### src/hw/exec_subset_pkg.sv
// constants for the instruction execute subset
// Overview of operation
// RL1 - load literal copies 8-bit immediate into accumulator, flags untouched
// RL2 - config load copies accumulator into config register, no flags
// RL3 - return loads immediate to accumulator, pc from stack top, two cycles
// RL4 - power-down clears watchdog counter to zero and its prescaler
// RL5 - power-down sets time-out flag high, power-down flag low, wake kept
// RL6 - power-down then halts the core in sleep, oscillator stopped
// RL7 - rotate left file register through carry, only carry changes
// RL8 - rotate destination bit 0 to accumulator, 1 back to file
// RL9 - subtract accumulator from file by two's complement, sets C, DC, Z
// RL10 - subtract destination bit 0 to accumulator, 1 back to file
// RL11 - no-operation only advances program counter in one cycle
package exec_subset_pkg;
    localparam int IW = 12;
    localparam int DW = 8;
    localparam int FW = 5;
    localparam int PCW_DEF = 9;

    // full-word opcodes
    localparam logic [IW-1:0] OP_NOP = 12'h000;
    localparam logic [IW-1:0] OP_CONFIG = 12'h002;
    localparam logic [IW-1:0] OP_SLEEP = 12'h003;
    // literal opcodes, bits 11:8
    localparam logic [3:0] OPL_LOAD = 4'hC;
    localparam logic [3:0] OPL_RETURN = 4'h8;
    // file opcodes, bits 11:6
    localparam logic [5:0] OPF_ROTATE = 6'h0D;
    localparam logic [5:0] OPF_SUBTRACT = 6'h02;
    // field positions
    localparam int DEST_BIT = 5;
    localparam int LIT_MSB = 7;
    localparam int FADDR_MSB = 4;

    // reset values
    localparam logic [DW-1:0] ACC_RST = 8'h00;
    localparam logic [DW-1:0] CONFIG_RST = 8'hFF;
    localparam logic [DW-1:0] WDT_CLEAR = 8'h00;
    localparam logic [DW-1:0] PRESCALE_CLEAR = 8'h00;
    localparam logic FLAG_N_RST = 1'b1;

    typedef enum logic [1:0] {
        ST_EXEC = 2'b00,
        ST_FLUSH = 2'b01,
        ST_SLEEP = 2'b10
    } core_state_t;
endpackage : exec_subset_pkg

### src/hw/exec_subset.sv
// execute logic for the literal, config, return, sleep, rotate, subtract set
`timescale 1ns/1ps
module exec_subset
    import exec_subset_pkg::*;
#(
    parameter int PCW = PCW_DEF
) (
    input wire logic mclk, // core clock, 200 MHz
    input wire logic rstn, // async reset
    input wire logic clk_en, // freezes all state while low
    output logic [PCW-1:0] prog_addr, // fetch address
    input wire logic [IW-1:0] prog_data, // instruction word
    input wire logic [PCW-1:0] stack_top_entry, // return address
    output logic stack_pop, // pop request
    output logic [FW-1:0] file_addr, // file read address
    input wire logic [DW-1:0] file_rdata, // file read data
    output logic [FW-1:0] file_waddr, // file write address
    output logic [DW-1:0] file_wdata, // file write data
    output logic file_we, // file write strobe
    input wire logic wdt_tick, // watchdog time base
    input wire logic wake_pin, // async wake request
    output logic [DW-1:0] acc, // accumulator
    output logic [DW-1:0] config_reg, // configuration register
    output logic carry_flag, // carry
    output logic digit_carry_flag, // nibble carry
    output logic zero_flag, // zero result
    output logic timeout_flag_n, // time-out status
    output logic powerdown_flag_n, // power-down status
    output logic [DW-1:0] watchdog_counter, // watchdog count
    output logic [DW-1:0] wdt_prescaler, // watchdog prescale
    output logic sleeping, // core halted
    output logic osc_run // oscillator enable
);

    ////////////////////////////////////////////////////////////////////////

    core_state_t state;
    core_state_t next_state;
    logic [PCW-1:0] pc;
    logic wake_meta;
    logic wake_sync;

    wire exec_go = clk_en && (state == ST_EXEC);
    wire [IW-1:0] instr = prog_data;
    wire is_nop = instr == OP_NOP;
    wire is_config = instr == OP_CONFIG;
    wire is_sleep = instr == OP_SLEEP;
    wire is_load = instr[11:8] == OPL_LOAD;
    wire is_return = instr[11:8] == OPL_RETURN;
    wire is_rotate = instr[11:6] == OPF_ROTATE;
    wire is_sub = instr[11:6] == OPF_SUBTRACT;
    wire to_file = instr[DEST_BIT];
    wire [DW-1:0] literal = instr[LIT_MSB:0];

    assign prog_addr = pc;
    assign file_addr = instr[FADDR_MSB:0];
    assign stack_pop = exec_go && is_return;
    assign sleeping = state == ST_SLEEP;
    assign osc_run = !sleeping; // [RL6]

    // pending write forwarded so back-to-back file ops see fresh data
    wire fwd_hit = file_we && (file_waddr == file_addr);
    wire [DW-1:0] fval = fwd_hit ? file_wdata : file_rdata;

    ////////////////////////////////////////////////////////////////////////
    // datapath results

    wire [DW-1:0] rot_res = {fval[DW-2:0], carry_flag}; // [RL7]
    wire rot_carry = fval[DW-1]; // [RL7]

    wire [DW:0] sub_sum = {1'b0, fval} + {1'b0, ~acc} + 9'h001; // [RL9]
    wire [4:0] sub_low = {1'b0, fval[3:0]} + {1'b0, ~acc[3:0]} + 5'h01;
    wire [DW-1:0] sub_res = sub_sum[DW-1:0];
    wire sub_carry = sub_sum[DW]; // [RL9]
    wire sub_dcarry = sub_low[4]; // [RL9]
    wire sub_zero = sub_res == 8'h00; // [RL9]

    wire file_op = is_rotate || is_sub;
    wire [DW-1:0] file_res = is_rotate ? rot_res : sub_res;
    wire write_acc = is_load || is_return || (file_op && !to_file);
    wire [DW-1:0] next_acc = file_op ? file_res : literal; // [RL1] [RL3]
    wire write_file = exec_go && file_op && to_file; // [RL8] [RL10]

    ////////////////////////////////////////////////////////////////////////
    // sequencing

    always_comb begin
        next_state = state;
        unique case (state)
            ST_EXEC: begin
                if (is_return) begin
                    next_state = ST_FLUSH; // [RL3]
                end else if (is_sleep) begin
                    next_state = ST_SLEEP; // [RL6]
                end
            end
            ST_FLUSH: begin
                next_state = ST_EXEC;
            end
            ST_SLEEP: begin
                if (wake_sync) begin
                    next_state = ST_EXEC;
                end
            end
            default: begin
                next_state = ST_EXEC;
            end
        endcase
    end

    wire [PCW-1:0] pc_inc = pc + PCW'(1);
    wire [PCW-1:0] next_pc = is_return ? stack_top_entry : pc_inc; // [RL3]

    always_ff @(posedge mclk or negedge rstn) begin
        if (!rstn) begin
            state <= ST_EXEC;
        end else if (clk_en) begin
            state <= next_state;
        end
    end

    always_ff @(posedge mclk or negedge rstn) begin
        if (!rstn) begin
            pc <= '0;
        end else if (exec_go) begin
            pc <= next_pc; // [RL11]
        end
    end

    always_ff @(posedge mclk or negedge rstn) begin
        if (!rstn) begin
            wake_meta <= 1'b0;
            wake_sync <= 1'b0;
        end else if (clk_en) begin
            wake_meta <= wake_pin;
            wake_sync <= wake_meta;
        end
    end

    ////////////////////////////////////////////////////////////////////////
    // architectural registers

    always_ff @(posedge mclk or negedge rstn) begin
        if (!rstn) begin
            acc <= ACC_RST;
        end else if (exec_go && write_acc) begin
            acc <= next_acc; // [RL1] [RL3] [RL8] [RL10]
        end
    end

    always_ff @(posedge mclk or negedge rstn) begin
        if (!rstn) begin
            config_reg <= CONFIG_RST;
        end else if (exec_go && is_config) begin
            config_reg <= acc; // [RL2]
        end
    end

    always_ff @(posedge mclk or negedge rstn) begin
        if (!rstn) begin
            carry_flag <= 1'b0;
        end else if (exec_go && is_rotate) begin
            carry_flag <= rot_carry; // [RL7]
        end else if (exec_go && is_sub) begin
            carry_flag <= sub_carry; // [RL9]
        end
    end

    always_ff @(posedge mclk or negedge rstn) begin
        if (!rstn) begin
            digit_carry_flag <= 1'b0;
            zero_flag <= 1'b0;
        end else if (exec_go && is_sub) begin
            digit_carry_flag <= sub_dcarry; // [RL9]
            zero_flag <= sub_zero; // [RL9]
        end
    end

    always_ff @(posedge mclk or negedge rstn) begin
        if (!rstn) begin
            file_we <= 1'b0;
            file_waddr <= '0;
            file_wdata <= '0;
        end else if (clk_en) begin
            file_we <= write_file; // [RL8] [RL10]
            if (write_file) begin
                file_waddr <= file_addr;
                file_wdata <= file_res;
            end
        end
    end

    always_ff @(posedge mclk or negedge rstn) begin
        if (!rstn) begin
            timeout_flag_n <= FLAG_N_RST;
            powerdown_flag_n <= FLAG_N_RST;
        end else if (exec_go && is_sleep) begin
            timeout_flag_n <= 1'b1; // [RL5]
            powerdown_flag_n <= 1'b0; // [RL5]
        end
    end

    // watchdog keeps counting in sleep; the prescaler wrap steps it
    wire [DW-1:0] pre_inc = wdt_prescaler + 8'h01;
    wire pre_wrap = wdt_tick && (wdt_prescaler == 8'hFF);

    always_ff @(posedge mclk or negedge rstn) begin
        if (!rstn) begin
            wdt_prescaler <= PRESCALE_CLEAR;
            watchdog_counter <= WDT_CLEAR;
        end else if (exec_go && is_sleep) begin
            wdt_prescaler <= PRESCALE_CLEAR; // [RL4]
            watchdog_counter <= WDT_CLEAR; // [RL4]
        end else if (clk_en && wdt_tick) begin
            wdt_prescaler <= pre_inc;
            if (pre_wrap) begin
                watchdog_counter <= watchdog_counter + 8'h01;
            end
        end
    end
endmodule : exec_subset

### config.mk
export PLATFORM = sky130hd
export DESIGN_NAME = exec_subset
export DESIGN_NICKNAME = d
export VERILOG_FILES = /design/src/hw/exec_subset_pkg.sv /design/src/hw/exec_subset.sv
export SDC_FILE = /design/constraint.sdc
export NUM_CORES = 1
export LEC_CHECK = 0
export ABC_CLOCK_PERIOD_IN_PS = 3600
export BUFFER_PORTS_ARGS = -buffer_cell sky130_fd_sc_hd__buf_2
export CORE_UTILIZATION = 47
export CTS_CLUSTER_SIZE = 25
export DETAILED_ROUTE_END_ITERATION = 10
export GPL_ROUTABILITY_DRIVEN = 0
export PLACE_DENSITY = 0.76
export SLEW_MARGIN = 5
export SYNTH_ARGS = -nofsm -noshare
export SYNTH_HDL_FRONTEND = slang
export SYNTH_SLANG_ARGS = --single-unit
### constraint.sdc
create_clock -name mclk -period 3.6 [get_ports mclk]
set_clock_uncertainty 0.15 [all_clocks]
set_input_delay 0.72 -clock mclk [delete_from_list [all_inputs] [get_ports mclk]]
set_output_delay 0.72 -clock mclk [all_outputs]
set_load 0.005 [all_outputs]
## Word-level counts from Yosys, hierarchy flattened

Index checks and enable logic that the tools add are counted.

| storage, ports and cells | value |
|---|---|
| flip-flop bits (word level) | 63 |
| logic and storage cells | 76 |
| input port bits | 34 |

| cells by class | value |
|---|---|
| $add $sub $neg | 7 |
| bitwise logic cells | 2 |
| muxes and demuxes | 15 |
| equal/unequal tests | 11 |
| reduce and logical (&&, ||, !) cells | 26 |

Operators with widths:

| cell | number |
|---|---|
| 8-bit two-way mux | 8 |
| 12-bit by 2-bit equality test with 1-bit output (second input constant) | 2 |
| 9-bit by 1-bit adder with 9-bit output (second input constant) | 2 |
| 8-bit by 1-bit adder with 8-bit output (second input constant) | 2 |
| 1-bit logical AND | 13 |
| 8-bit by 8-bit adder with 9-bit output | 1 |
| 9-bit two-way mux | 1 |
| 4-bit equality test (second input constant) | 2 |
| 8-bit equality test (second input constant) | 1 |
| 8-bit logical NOT | 1 |
| 8-bit NOT | 1 |
| 6-bit by 2-bit equality test with 1-bit output (second input constant) | 1 |
| 6-bit by 4-bit equality test with 1-bit output (second input constant) | 1 |
| 2-bit two-way mux | 3 |
| 2-bit nonzero test | 3 |
| 4-bit by 4-bit adder with 5-bit output | 1 |
| 5-bit by 1-bit adder with 5-bit output (second input constant) | 1 |
| 5-bit equality test | 1 |
| 4-bit NOT | 1 |
| 2-bit one-hot mux with 2 select lines | 1 |
| 2-bit AND reduction | 2 |
| 1-bit logical OR | 3 |
| 3-bit inequality test (second input constant) | 1 |
| 3-bit AND reduction | 1 |
| other kinds (5) | 7 |

## Longest topological paths before layout

| logic depth | value |
|---|---|
| depth in word-level cells | 7 |
| mapped depth | 13 |
| mapped depth without buffers | 13 |

## Least setup slack after synthesis

No wires, ideal clock.

| timing | value |
|---|---|
| path kind | in2reg |
| start | in prog_data[1] |
| end | reg zero_flag |
| path buffers | 0 |
| slack | -0.284 ns |
| setup time | 0.092 ns |
| arrival | 3.642 ns |
| cell stages on the path | 13 |
| cell sequence | xnor2_1 nand4_1 nor3_4 mux2i_1 ha_1 inv_1 fa_1 a21o_1 a31o_1 a211oi_2 nor2_1 or4_1 o31ai_2 |

| on the way | value |
|---|---|
| word-level cells in the longest chain between the ends | 6 |

RTL lines:

| what | line | text |
|---|---|---|
| from (decl) | exec_subset.sv:12 | `input wire logic [IW-1:0] prog_data,` |
| 5-bit equality test | exec_subset.sv:62 | `wire fwd_hit = file_we && (file_waddr == file_addr);` |
| 1-bit logical AND | exec_subset.sv:62 |  |
| 8-bit two-way mux | exec_subset.sv:63 | `wire [DW-1:0] fval = fwd_hit ? file_wdata : file_rdata;` |
| 8-bit by 8-bit adder with 9-bit output | exec_subset.sv:71 | `wire [DW:0] sub_sum = {1'b0, fval} + {1'b0, ~acc} + 9'h001;` |
| 9-bit by 1-bit adder with 9-bit output | exec_subset.sv:71 |  |
| 8-bit logical NOT | exec_subset.sv:76 | `wire sub_zero = sub_res == 8'h00;` |
| to (signal assigned) | exec_subset.sv:175 | `zero_flag <= sub_zero;` |
| to (decl) | exec_subset.sv:26 | `output logic zero_flag,` |

Every way passes these cells.
A chain may end at the register's enable or synchronous reset.

## Worst setup path in the final report

| timing | value |
|---|---|
| start | in prog_data[3] |
| end | reg zero_flag |

The elaborated chain is that of the path after synthesis.

==> out/results.ini <==
[route]
drt_iter0_markers = 164
ant_nets = 0
drt_pass1_iterations = 4
avgViaCountPerCell = 5.40
drc = 0
num_vias = 3320
wl_mm = 9.31
wl_per_cell_um = 15.1

[timing]
slew_viol_final = 0
worst_slew_pin_slew_ns = 0.774
setup_viol = 0
fin_crit_ns = 3.45
period_share = 0.959
timing.slew.headroom = 0.484
max_freq_ghz = 0.290
hold_viol = 0
fin_hold_ws_ns = 0.340

[logic_synthesis]
ys_types = 58
ys.warnings.count = 0
syn_area_per_cell_um2 = 9.25
synth_fp_nets = 430
ys_seq_elements = 63
syn_area_um2 = 3550
synth_edf_count = 0
ys.flop_type = dfrtp_1
synthArstFlopShare = 1.00
synth_cells = 384
ys_seq_area_frac = 0.447

[finish]
seq_area_um2 = 1590
drive_gt1_frac = 0.355
largest_reg_flops = 9
layout.cells.non_filler = 615
antennaDiodeCount = 0
multi_input_area_um2 = 1830
fin_util = 0.628
area_delta_synth_final_pct = 28.9
fillers = 659
finalNetCount = 557

[critical_path]
endpoint_kind = flop
crit_path_max_fanout = 2
critPathArrivalTime_ns = 3.56
cp.required_ns = 3.70
ff2ff_setup_slack_ns = 0.17
startpoint_type = input pin
critPathKind = in2reg

[power_and_ir_drop]
p_leak_nw = 2.31
peakVddDrop_v = 0.000238
power_density_nw_per_um2 = 530
total_power_mw = 2.43

[grt]
grt_pass1_wl_mm = 14.6
antenna_found_initial = 0
grt_pass1_vias = 3145
gr-usage-all-layers = 0.245
grt_overflow_total = 0
grt_max_degree = 64

[clock_network]
tritoncts = done
path_clk_slew_ns = 0.08
clock_sinks = 63
cts_hold_buf = 0
clock_path_buffers = 2
root_buffer = clkbuf_8
numCtsBuffers = 9
clock_latency_ns = 0.34
cts_max_level = 3

[floorplan]
coreArea_um2 = 7290
dieArea_um2 = 7910
rows = 31
die_height_um = 89.0
initial_utilization = 0.487
die_w_um = 89.0
pin_count = 102

[placement]
hpwl_mm = 7.08
dpl.cell_count = 598
io_buffer_count = 100

[min_path]
hold_path.class = reg2reg

[run]
max_cap_viol_count = 0

[outcome]
status = finished, final reports clean

metal layers:
| layer | global-route usage | wire length [um] | part of all wire | vias to the layer above |
|---|---|---|---|---|
| met2 | 0.390 | 4370 | 0.47 | 129 |
| met5 | 0 | 0 | 0 | - |
| met1 | 0.328 | 4180 | 0.45 | 1581 |
| met4 | 0.0967 | 211 | 0.023 | 0 |
| met3 | 0.0554 | 542 | 0.058 | 20 |
| li1 | - | - | - | 1590 |
critical path, stage by stage:
cell and delay, ns:
buf_2 0.12, xnor2_2 0.13, nand4_1 0.17, nor3_4 0.25
mux2i_2 0.27, ha_2 0.22, inv_1 0.05, fa_2 0.35
a21o_1 0.19, a31o_1 0.22, a211oi_2 0.20, nor2_1 0.08
or4_1 0.42, o31ai_2 0.18
report_power, final:
group	total (mW)	switching (mW)	internal [mW]
Sequential	0.998	0.150	0.847
Combinational	0.818	0.402	0.417
Clock	0.614	0.295	0.319
cells in the final DEF (no fill, tap or decap), drive strengths merged, types with 3 or more instances in the layout:
| master | instances |
|---|---|
| xor2 | 9 |
| nand2 | 47 |
| buf | 134 |
| o22ai | 4 |
| nand2b | 4 |
| nor4 | 4 |
| a21oi | 32 |
| and3 | 3 |
| and2 | 3 |
| dfstp | 9 |
| mux2 | 17 |
| a31oi | 4 |
| nand3 | 10 |
| nor3 | 5 |
| inv | 19 |
| nor2 | 47 |
| ha | 11 |
| dfrtp | 54 |
| a21o | 5 |
| o21ai | 21 |
| clkinvlp | 3 |
| mux2i | 5 |
| nand4 | 5 |
| xnor2 | 14 |
| nor2b | 4 |
| clkbuf | 9 |
final cells by class:
cell class                      count  share of cell area
Inverter                           18              0.0148
Multi-Input combinational cell    285               0.400
Clock buffer                        9              0.0270
Tap cell                           99              0.0270
Sequential cell                    63               0.347
Timing Repair Buffer              134               0.169
Clock inverter                      7              0.0156
Yosys cell counts, drive strengths merged, types with 5 or more instances:
| library cell | number | area, um2 |
|---|---|---|
| inv | 18 | 67.6 |
| mux2 | 17 | 191 |
| nand3 | 10 | 50.1 |
| a21o | 5 | 37.5 |
| a21oi | 32 | 160 |
| nor2 | 47 | 179 |
| xor2 | 9 | 78.8 |
| mux2i | 5 | 50.1 |
| xnor2 | 14 | 123 |
| ha | 11 | 138 |
| nor3 | 5 | 36.3 |
| nand4 | 5 | 31.3 |
| o21ai | 21 | 105 |
| dfrtp | 54 | 1350 |
| nand2 | 47 | 176 |
| buf | 7 | 50.0 |
| dfstp | 9 | 236 |
| clkbuf | 11 | 41.3 |
worst paths after layout:
path	start	to	cells after the start
worst max-delay path	prog_data[3]	zero_flag	14
worst min-delay path	powerdown_flag_n	powerdown_flag_n	1
worst max register to register	file_waddr[3]	zero_flag	13
worst min register to register	powerdown_flag_n	powerdown_flag_n	1
max in group asynchronous	rstn	file_wdata[5]	2
min in group asynchronous	rstn	watchdog_counter[7]	2
cell families (layout without fill, tap and decap cells):
kind of cell               Yosys count  after routing  synth area share
and+or+nand+nor                    142            142             0.191
AOI/OAI and AO/OA                   85             85             0.148
DFF                                 63             63             0.447
buffers and inverters               36            168            0.0447
xor gates and xnor gates            23             23            0.0567
muxes                               22             22            0.0680
adders and majority gates           12             12            0.0444
other                                1              1           0.00106
repair_timing:
item,CTS,global route
resized for setup,0,5
hold endpoints to repair,0,0
buffers inserted,0,1
endpoints found under the setup margin,0,2
through the flow:
step	setup slack, ns	TNS, ns	area (um2)
CTS	0.125	0	4550
global placement	-0.127	-0.159	4350
floorplan	-0.117	-0.117	3560
detailed placement	-0.250	-0.613	4350
finish	0.146	0	4580
global route	-0.00824	-0.00824	4580
Note: power is estimated with default switching activity, not from simulation.
